### src/rtl/pwr_wake_pkg.sv
package pwr_wake_pkg;

	// Register location on the special-function bus
	localparam logic [7:0] POWER_WAKE_CONFIG_ADDR = 8'hB5;

	// Bit positions of power_wake_config
	localparam int SLEEP_BIT = 7;
	localparam int SUSPEND_BIT = 6;
	localparam int CLEAR_BIT = 5;
	localparam int RESET_PIN_WAKE_BIT = 4;
	localparam int RTC_OSC_FAIL_BIT = 3;
	localparam int RTC_ALARM_BIT = 2;
	localparam int PORT_MATCH_BIT = 1;
	localparam int COMPARATOR_BIT = 0;

	// Reset values
	localparam logic [3:0] ENABLE_RESET = 4'h0;
	localparam logic [4:0] FLAG_RESET = 5'h00;

	// Timing
	localparam int CLOCK_MHZ = 25;
	localparam int FLAG_SETTLE_CLOCKS = 2;
	localparam int RESET_HOLD_NS = 15000;
	localparam int RESET_HOLD_CLOCKS = (RESET_HOLD_NS * CLOCK_MHZ + 999) / 1000;

	typedef enum logic [1:0] {
		MODE_NORMAL = 2'b00,
		MODE_SUSPEND = 2'b01,
		MODE_SLEEP = 2'b10
	} power_mode_t;

	// Wake event bundle: {reset pin, rtc fail, rtc alarm, port match, comp}
	typedef struct packed {
		logic reset_pin;
		logic rtc_osc_fail;
		logic rtc_alarm;
		logic port_match;
		logic comparator;
	} wake_events_t;

	// Special-function register access
	typedef struct packed {
		logic wr;
		logic rd;
		logic [7:0] addr;
		logic [7:0] wdata;
	} sfr_req_t;

endpackage : pwr_wake_pkg

### src/rtl/power_unit.sv
`timescale 1ns/1ps
// Notes on behaviour
// - Write of bit 6 gates system clock and stops internal oscillators.
// - After suspend wake, flags read zero for two system clocks.
// - Wake on enabled rtc fail, rtc alarm, port match or comparator rise.
// - Write of bit 7 removes core regulator power, RAM moves to battery.
// - Digital output pins hold their level throughout sleep.
// - Sleep keeps RAM, registers and program state intact.
// - Comparator sleep wake only honoured in two-cell supply mode.
// - Reset-pin falling edge always wakes; stay awake over 15 us.
// - Enables written as ones in the same write selecting the mode.
// - Flags set on events whether enabled or not, also when awake.
// - Any set flag blocks entry and keeps low-power oscillator on.
// - Bit 5 clears all flags; bits 5 to 7 are write-only.
// - Read-only bit 4 flags a reset-pin glitch or falling edge.
// - Bits 3..0: rtc fail, rtc alarm, port match, comparator.
// - One-cell sleep ties analog supply to battery unless float bit set.
// - Suspend wake restarts clocks and resumes at the next instruction.
module power_unit (
	input wire logic CORE_CLK,
	input wire logic SYS_RST,
	input wire pwr_wake_pkg::sfr_req_t SFR_REQ,
	output logic [7:0] SFR_RDATA,
	input wire pwr_wake_pkg::wake_events_t WAKE_EVENTS,
	input wire logic TWO_CELL_MODE,
	input wire logic SUPPLY_FLOAT_IN_SLEEP,
	output logic SYS_CLK_GATE,
	output logic OSC_DISABLE,
	output logic LOW_POWER_OSC_EN,
	output logic CORE_REGULATOR_OFF,
	output logic RAM_ON_BATTERY,
	output logic GPIO_HOLD,
	output logic ANALOG_SUPPLY_TO_BATTERY,
	output logic COMPARATOR_POWERED,
	output logic CPU_RESUME,
	output logic [1:0] POWER_MODE
);

	////////////////////////////////////////////////////////////////////////
	// Inputs

	logic [4:0] events_async;
	logic [4:0] events_sync;
	logic [4:0] events_pulse;
	logic [4:0] falling_sel;

	assign events_async = WAKE_EVENTS;
	assign falling_sel = 5'h10;

	// Runs on the free core clock, not the gated system clock
	wake_sync #(.WIDTH(5)) u_sync (
		.CORE_CLK(CORE_CLK),
		.SYS_RST(SYS_RST),
		.async_in(events_async),
		.sync_out(events_sync)
	);

	wake_edge #(.WIDTH(5)) u_edge (
		.CORE_CLK(CORE_CLK),
		.SYS_RST(SYS_RST),
		.level_in(events_sync),
		.falling_sel(falling_sel),
		.pulse_out(events_pulse)
	);

	////////////////////////////////////////////////////////////////////////
	// Register access

	logic hit;
	logic wr_hit;
	logic rd_hit;
	logic clear_req;
	logic enter_req;
	logic sleep_sel;

	assign hit = SFR_REQ.addr == pwr_wake_pkg::POWER_WAKE_CONFIG_ADDR;
	assign wr_hit = SFR_REQ.wr && hit;
	assign rd_hit = SFR_REQ.rd && hit;
	assign clear_req = wr_hit && SFR_REQ.wdata[pwr_wake_pkg::CLEAR_BIT];
	assign sleep_sel = SFR_REQ.wdata[pwr_wake_pkg::SLEEP_BIT];
	assign enter_req = wr_hit && (sleep_sel ||
		SFR_REQ.wdata[pwr_wake_pkg::SUSPEND_BIT]);

	////////////////////////////////////////////////////////////////////////
	// Enables

	logic [3:0] enable_r;
	logic [3:0] enable_nxt;

	// Any write reloads the enables, so each entry carries its own
	always_comb begin
		enable_nxt = enable_r;
		if (wr_hit) begin
			enable_nxt = SFR_REQ.wdata[3:0];
		end
	end

	always_ff @(posedge CORE_CLK or posedge SYS_RST) begin
		if (SYS_RST) begin
			enable_r <= pwr_wake_pkg::ENABLE_RESET;
		end else begin
			enable_r <= enable_nxt;
		end
	end

	////////////////////////////////////////////////////////////////////////
	// Flags

	logic [4:0] flag_r;
	logic [4:0] flag_nxt;

	// Event wins over a clear in the same cycle; enable does not matter
	always_comb begin
		flag_nxt = flag_r;
		if (clear_req) begin
			flag_nxt = pwr_wake_pkg::FLAG_RESET;
		end
		flag_nxt = flag_nxt | events_pulse;
	end

	always_ff @(posedge CORE_CLK or posedge SYS_RST) begin
		if (SYS_RST) begin
			flag_r <= pwr_wake_pkg::FLAG_RESET;
		end else begin
			flag_r <= flag_nxt;
		end
	end

	////////////////////////////////////////////////////////////////////////
	// Mode state

	pwr_wake_pkg::power_mode_t mode_r;
	pwr_wake_pkg::power_mode_t mode_nxt;
	logic [3:0] wake_hit;
	logic wake;
	logic any_flag;

	// Comparator wake from sleep needs the two-cell supply
	always_comb begin
		wake_hit = enable_r & events_pulse[3:0];
		if (mode_r == pwr_wake_pkg::MODE_SLEEP && !TWO_CELL_MODE) begin
			wake_hit[pwr_wake_pkg::COMPARATOR_BIT] = 1'b0;
		end
	end

	assign wake = (|wake_hit) || events_pulse[4];
	assign any_flag = |flag_r;

	always_comb begin
		mode_nxt = mode_r;
		case (mode_r)
			pwr_wake_pkg::MODE_NORMAL: begin
				// Entry refused while any flag stands
				if (enter_req && !any_flag) begin
					if (sleep_sel) begin
						mode_nxt = pwr_wake_pkg::MODE_SLEEP;
					end else begin
						mode_nxt = pwr_wake_pkg::MODE_SUSPEND;
					end
				end
			end
			pwr_wake_pkg::MODE_SUSPEND, pwr_wake_pkg::MODE_SLEEP: begin
				if (wake) begin
					mode_nxt = pwr_wake_pkg::MODE_NORMAL;
				end
			end
			default: begin
				mode_nxt = pwr_wake_pkg::MODE_NORMAL;
			end
		endcase
	end

	always_ff @(posedge CORE_CLK or posedge SYS_RST) begin
		if (SYS_RST) begin
			mode_r <= pwr_wake_pkg::MODE_NORMAL;
		end else begin
			mode_r <= mode_nxt;
		end
	end

	////////////////////////////////////////////////////////////////////////
	// Post-suspend flag blanking

	logic [1:0] settle_r;
	logic [1:0] settle_nxt;
	localparam logic [1:0] SETTLE_LOAD = 2'(pwr_wake_pkg::FLAG_SETTLE_CLOCKS);

	always_comb begin
		settle_nxt = settle_r;
		if (mode_r == pwr_wake_pkg::MODE_SUSPEND && wake) begin
			settle_nxt = SETTLE_LOAD;
		end else if (settle_r != 2'h0) begin
			settle_nxt = settle_r - 2'h1;
		end
	end

	always_ff @(posedge CORE_CLK or posedge SYS_RST) begin
		if (SYS_RST) begin
			settle_r <= 2'h0;
		end else begin
			settle_r <= settle_nxt;
		end
	end

	////////////////////////////////////////////////////////////////////////
	// Outputs, all registered

	logic sleeping;
	logic parked;

	assign sleeping = mode_nxt == pwr_wake_pkg::MODE_SLEEP;
	assign parked = mode_nxt != pwr_wake_pkg::MODE_NORMAL;

	// Mode-select and clear bits read as zero; flags blanked while settling
	always_ff @(posedge CORE_CLK or posedge SYS_RST) begin
		if (SYS_RST) begin
			SFR_RDATA <= 8'h00;
		end else if (rd_hit && settle_nxt == 2'h0) begin
			SFR_RDATA <= {3'h0, flag_nxt};
		end else begin
			SFR_RDATA <= 8'h00;
		end
	end

	always_ff @(posedge CORE_CLK or posedge SYS_RST) begin
		if (SYS_RST) begin
			SYS_CLK_GATE <= 1'b0;
			OSC_DISABLE <= 1'b0;
			LOW_POWER_OSC_EN <= 1'b1;
			CPU_RESUME <= 1'b0;
			POWER_MODE <= 2'h0;
		end else begin
			SYS_CLK_GATE <= parked;
			OSC_DISABLE <= parked;
			// Slow oscillator only stops once parked with no flag
			LOW_POWER_OSC_EN <= !parked || (|flag_nxt);
			// One pulse; CPU continues at the next instruction
			CPU_RESUME <= parked ? 1'b0 :
				(mode_r != pwr_wake_pkg::MODE_NORMAL);
			POWER_MODE <= mode_nxt;
		end
	end

	// Register and RAM contents are untouched by sleep; only power moves
	always_ff @(posedge CORE_CLK or posedge SYS_RST) begin
		if (SYS_RST) begin
			CORE_REGULATOR_OFF <= 1'b0;
			RAM_ON_BATTERY <= 1'b0;
			GPIO_HOLD <= 1'b0;
			ANALOG_SUPPLY_TO_BATTERY <= 1'b0;
			COMPARATOR_POWERED <= 1'b1;
		end else begin
			CORE_REGULATOR_OFF <= sleeping;
			RAM_ON_BATTERY <= sleeping;
			GPIO_HOLD <= sleeping;
			ANALOG_SUPPLY_TO_BATTERY <= sleeping && !TWO_CELL_MODE &&
				!SUPPLY_FLOAT_IN_SLEEP;
			COMPARATOR_POWERED <= !sleeping || TWO_CELL_MODE;
		end
	end
endmodule : power_unit

### src/rtl/wake_edge.sv
`timescale 1ns/1ps
module wake_edge #(
	parameter int WIDTH = 5
) (
	input wire logic CORE_CLK,
	input wire logic SYS_RST,
	input wire logic [WIDTH-1:0] level_in,
	input wire logic [WIDTH-1:0] falling_sel,
	output logic [WIDTH-1:0] pulse_out
);

	logic [WIDTH-1:0] prev_r;
	logic [WIDTH-1:0] pulse_r;

	// Selected lines trigger on falling edges, the rest on rising edges
	always_ff @(posedge CORE_CLK or posedge SYS_RST) begin
		if (SYS_RST) begin
			prev_r <= '0;
			pulse_r <= '0;
		end else begin
			prev_r <= level_in;
			pulse_r <= (level_in & ~prev_r & ~falling_sel) |
				(~level_in & prev_r & falling_sel);
		end
	end

	assign pulse_out = pulse_r;

endmodule : wake_edge

### src/rtl/wake_sync.sv
`timescale 1ns/1ps
module wake_sync #(
	parameter int WIDTH = 5
) (
	input wire logic CORE_CLK,
	input wire logic SYS_RST,
	input wire logic [WIDTH-1:0] async_in,
	output logic [WIDTH-1:0] sync_out
);

	logic [WIDTH-1:0] stage1_r;
	logic [WIDTH-1:0] stage2_r;

	// Two flops per line; only stage2 is looked at downstream
	always_ff @(posedge CORE_CLK or posedge SYS_RST) begin
		if (SYS_RST) begin
			stage1_r <= '0;
			stage2_r <= '0;
		end else begin
			stage1_r <= async_in;
			stage2_r <= stage1_r;
		end
	end

	assign sync_out = stage2_r;

endmodule : wake_sync

### config.mk
export PLATFORM = sky130hd
export DESIGN_NAME = power_unit
export DESIGN_NICKNAME = d
export VERILOG_FILES = /design/src/rtl/pwr_wake_pkg.sv /design/src/rtl/power_unit.sv /design/src/rtl/wake_edge.sv /design/src/rtl/wake_sync.sv
export SDC_FILE = /design/constraint.sdc
export NUM_CORES = 1
export LEC_CHECK = 0
export BUFFER_PORTS_ARGS = -buffer_cell sky130_fd_sc_hd__buf_2
export CORE_MARGIN = 4
export CORE_UTILIZATION = 50
export DETAILED_ROUTE_END_ITERATION = 8
export PLACE_DENSITY = 0.86
export SYNTH_ARGS = -nofsm -noshare
export SYNTH_HDL_FRONTEND = slang
export SYNTH_SLANG_ARGS = --single-unit
### constraint.sdc
create_clock -name CORE_CLK -period 6.2 [get_ports CORE_CLK]
set_input_delay 1.55 -clock CORE_CLK [delete_from_list [all_inputs] [get_ports CORE_CLK]]
set_output_delay 1.55 -clock CORE_CLK [all_outputs]
set_load 0.01 [all_outputs]
### After elaboration in Yosys (flattened, before gate mapping)

Cells that the tools add are included.
W data, S select, Z words.

* bits in registers: 47
* bits of input ports: 27
* output and inout port bits: 19
* logic and storage cells: 65

* $add $sub $neg: 1
* eq/ne operators: 4
* muxes and demuxes: 10
* bitwise operators: 7
* reduce and logical (&&, ||, !) cells: 28

Operators by type and width (count)
* $logic_and A1 B1 Y1: 10
* $mux W2: 5
* $mux W5: 2
* $reduce_or A5 Y1: 2
* $and A4 B4 Y4: 2
* $eq A8 B8 Y1 const B: 1
* $reduce_bool A2 Y1: 3
* $and A5 B5 Y5: 1
* $logic_not A1 Y1: 5
* $not A5 Y5: 1
* $or A4 B5 Y5: 1
* $or A5 B5 Y5: 1
* $eq A2 B2 Y1 const B: 2
* $logic_not A2 Y1: 2
* $logic_or A1 B1 Y1: 4
* $not A4 Y4: 1
* $pmux W2 S2: 1
* $reduce_or A4 Y1: 1
* $eq A2 B1 Y1 const B: 1
* $mux W1: 2
* $reduce_or A2 Y1: 1
* $sub A2 B1 Y2 const B: 1

### Longest topological paths before layout

* depth after elaboration: 10
* depth in mapped cells: 7

### Modules after synthesis

Synthesis repeated with hierarchy kept, for this count alone.

* cell total of the unflattened synthesis: 137
* area, all modules: 1767.9 um^2

Modules (own cells, without submodules)
* power_unit: instances 1, cells an instance 100, area an instance 1147.4 um^2
* wake_edge: instances 1, cells an instance 26, area an instance 366.6 um^2
* wake_sync: instances 1, cells an instance 11, area an instance 254.0 um^2

### Worst setup path after synthesis

No wires, ideal clock.

* path type: input to register
* start: input port SFR_REQ[14] (netlist name)
* end: register LOW_POWER_OSC_EN
* library setup time: 82 ps
* arrival: 3009 ps
* required time: 6118 ps
* setup slack: 3109 ps
* stages on the path: 5
* path buffers: 0
* cells stage by stage: nand4b_1 nor3_1 nand2_1 a211o_1 a211o_1

* longest elaborated chain between the ends: 9

Ends and longest elaborated chain
* start: declaration: line power_unit.sv:22 `input wire pwr_wake_pkg::sfr_req_t SFR_REQ,`
* $eq A8 B8 Y1 (*): line power_unit.sv:76 `assign hit = SFR_REQ.addr == pwr_wake_pkg::POWER_WAKE_CONFIG_ADDR;`
* $logic_and A1 B1 Y1 (*): line power_unit.sv:77 `assign wr_hit = SFR_REQ.wr && hit;`
* $logic_and A1 B1 Y1: line power_unit.sv:81 `assign enter_req = wr_hit && (sleep_sel ||`
* $logic_and A1 B1 Y1: line power_unit.sv:154 `if (enter_req && !any_flag) begin`
* $mux W2: line power_unit.sv:154
* $pmux W2 S2: line power_unit.sv:151 `case (mode_r)`
* $reduce_bool A2 Y1: line power_unit.sv:212 `assign parked = mode_nxt != pwr_wake_pkg::MODE_NORMAL;`
* $logic_not A1 Y1: line power_unit.sv:236 `LOW_POWER_OSC_EN <= !parked || (|flag_nxt);`
* $logic_or A1 B1 Y1 (*): line power_unit.sv:236
* end signal: assignment: line power_unit.sv:236
* end: declaration: line power_unit.sv:29 `output logic LOW_POWER_OSC_EN,`

Mark *: on every way between the ends. The rest lies on a longest branch, timed or not.
A chain may end at the register's enable or synchronous reset.

### Final worst setup path

Ends and elaborated chain as after synthesis.

==> results_dict.tcl <==
set metrics [dict create \
    cpMaxStageDelayCell "nor3_1" \
    start_util_pct 53.2 \
    cp.buffers_inverters 1 \
    max_stage_delay_ns 0.70 \
    drt_iter0_drc 25 \
    yosysMostFrequentCell "dfrtp_1" \
    antenna_found_initial 0 \
    grt_use_total_pct 14.9 \
    drt-total-wl_mm 2.77 \
    syn_to_final_growth_pct 19.4 \
    ant_nets 0 \
    fin_crit_ns 3.19 \
    setup_viol 0 \
    htreeDepth 2 \
    cts-buffers-inserted 5 \
    drc 0 \
    drive_gt1_share_pct 36.7 \
    crit_family "simple AND/OR/NAND/NOR gates" \
    grt_pass1_vias 1150 \
    drt_first_pass_iters 4 \
    worst_pin_slew_ns 0.819 \
    holdWs_ns 0.361 \
    p_comb_share_pct 4.1 \
    yosys-top-cells-count "42 x dfrtp_1, 11 x nor2b_1, 7 x inv_1" \
    async_flop_share_pct 100 \
    hold_violations 0 \
    cts_hold_buf 0 \
    fp.dieH_um 65.5 \
    antennaDiodeCount 0 \
    synth_seq_cells 44 \
    finClkSkew_ns 0.0115 \
    synth_flop_cell "dfrtp_1" \
    maxSlewHeadroom_pct 45.0 \
    insertion_delay_ns 0.35 \
    place_area_um2 1880 \
    yosys_warnings 0 \
    drv_slew 0 \
    synth_top_cell_by_area "dfrtp_1" \
    overflow 0 \
    hp-class "reg2reg" \
    leakagePower_nw 0.986 \
    fin_nets 199 \
    worst-path-max-fanout 6 \
    fin_ws_ns 3.01 \
    timing.fmax_ghz 0.313 \
    swShare_pct 20.4 \
    path_common_cell "a211o_1" \
    clkTransAtPathRegs_ns 0.12 \
    top_level_ports 46 \
    design_area_um2 1970 \
    clock_path_buffers 2 \
    synth_area_um2 1650 \
    pwr-share-seq_pct 59.3 \
    synthDistinctLibCells 33 \
    cell_internal_pwr_mw 0.401 \
    cp_data_required_time_ns 6.48 \
    startpoint_type "input port" \
    final_core_util_pct 63.5 \
    p_switching_mw 0.103 \
    grt_pass1_wl_mm 4.87 \
    design.die.area_um2 4290 \
    crit_arrival_ns 3.47 \
    place_inst 205 \
    cts_setup_buffers 0 \
    cts_resized 0 \
    wire_per_inst_um 13.0 \
    synth_top_area_share_pct 63.6 \
    clkPwrFrac_pct 36.6 \
    tns_ns 0 \
    cts_tree "yes" \
    power_mw 0.504 \
    grt_max_degree 45 \
    port_buffers 41 \
    power.density_nw_per_um2 256 \
    clock-sinks 44 \
    ys_top_cells_by_area "dfrtp_1 64%, nor2b_1 4.2%, dfstp_2 3.2%, ha_1 3.0%, buf_4 2.7%" \
    peakVddDrop_uv 187 \
    fin_cells 213 \
    n_fill_cell 263 \
    critical_path_class "in2reg" \
    vias 1070 \
    drv_cap 0 \
    vias_per_cell 5.02 \
    yosysSeqAreaShare_pct 66.8 \
    finalCritPeriodShare_pct 51.5 \
    grt_setup_unrepaired "false" \
    post-place-ws_ns 2.66 \
    core_um2 3100 \
    crit_path_end_kind "register" \
    chipWidth_um 65.5 \
    cts-root-buf "clkbuf_4" \
    syn-mean-instance-area_um2 13.4 \
    synth_cells 123 \
    outcome "complete, no violations" \
    path_cells "buf_2, nand4b_1, nor3_1, nand2_1, a211o_1, a211o_1" \
    core.rowCount 20 \
    hpwl_mm 2.09 \
    place.gp.congestion 0.890 \
    synth_enable_flop_cells 0 \
]
[power by group through the flow]
| stage | sequential, mW | combinational (mW) | clock, mW |
|---|---|---|---|
| CTS | 0.299 | 0.0215 | 0.190 |
| detailed placement | 0.305 | 0.0213 | 0 |
| global route | 0.300 | 0.0241 | 0.207 |
| floorplan | 0.303 | 0.0120 | 0 |
| global placement | 0.304 | 0.0206 | 0 |
| finish | 0.299 | 0.0208 | 0.185 |
[kinds of logic (layout without fill, tap and decap cells)]
kind of cell | count (synthesis) | count (layout) | share of synthesized area [%]
fa+ha+maj | 4 | 4 | 3.03
simple gates | 39 | 39 | 14.3
buf+inv | 13 | 57 | 4.32
mux | 4 | 4 | 2.73
other cells | 1 | 3 | 0.227
flops | 44 | 44 | 66.8
compound gates | 18 | 18 | 8.56
[registers in the layout, summed over array words and instances, names as in the netlist, 2 cells and up]
| register | cells |
|---|---|
| u_edge.pulse_out | 5 |
| u_sync.stage1_r | 5 |
| flag_r | 5 |
| POWER_MODE | 2 |
| u_edge.prev_r | 5 |
| settle_r | 2 |
| u_sync.sync_out | 5 |
| enable_r | 4 |
| SFR_RDATA | 5 |
[worst paths after layout]
| check | start | to | slack (ns) | depth (start not counted) |
|---|---|---|---|---|
| max in group asynchronous | SYS_RST | LOW_POWER_OSC_EN$_DFF_PP1_ | 4.51 | 3 |
| min | u_sync.stage1_r[3]$_DFF_PP0_ | u_sync.sync_out[3]$_DFF_PP0_ | 0.36 | 0 |
| min in group asynchronous | SYS_RST | u_edge.prev_r[4]$_DFF_PP0_ | 1.31 | 3 |
| min reg2reg | u_sync.stage1_r[3]$_DFF_PP0_ | u_sync.sync_out[3]$_DFF_PP0_ | 0.36 | 0 |
| max | SFR_REQ[14] | LOW_POWER_OSC_EN$_DFF_PP1_ | 3.01 | 6 |
| max reg2reg | flag_r[1]$_DFF_PP0_ | ANALOG_SUPPLY_TO_BATTERY$_DFF_PP0_ | 3.90 | 5 |
[layout make-up]
type / instances / area, µm² / share of cell area (%)
Sequential cell: 44 / 1100 / 56.0
Multi-Input combinational cell: 68 / 484 / 24.6
Timing Repair Buffer: 42 / 213 / 10.8
Tap cell: 44 / 55.1 / 2.79
Clock buffer: 6 / 51.3 / 2.60
Clock inverter: 2 / 38.8 / 1.97
Inverter: 7 / 26.3 / 1.33
[metal layers]
layer | part of all wire (%) | vias to the layer above | global-route usage (%)
li1 | - | 503 | -
met1 | 41 | 510 | 17.1
met2 | 47 | 54 | 25.2
met3 | 11 | 3 | 6.32
met4 | 0.87 | 0 | 4.66
met5 | 0 | - | 0
[worst register-to-register path, stage by stage (launching register included)]
cell and delay (ns):
dfrtp_1 0.42, or4_4 0.54, or4_4 0.46, o2111a_1 0.26, a311o_1 0.36, and3_1 0.16
[cells in the final DEF, fill, tap and decap left out, drive strengths merged, types with 2 or more instances in the layout]
| cell type | count |
|---|---|
| ha | 4 |
| a211o | 2 |
| nor4 | 2 |
| dfrtp | 42 |
| mux2 | 4 |
| clkbuf | 6 |
| a21oi | 4 |
| or4 | 3 |
| nor2b | 11 |
| or2 | 2 |
| dfstp | 2 |
| conb | 3 |
| nand4b | 2 |
| a21o | 5 |
| nand2 | 6 |
| buf | 42 |
| inv | 7 |
| nor2 | 6 |
Power figures use the tool's default switching activity.
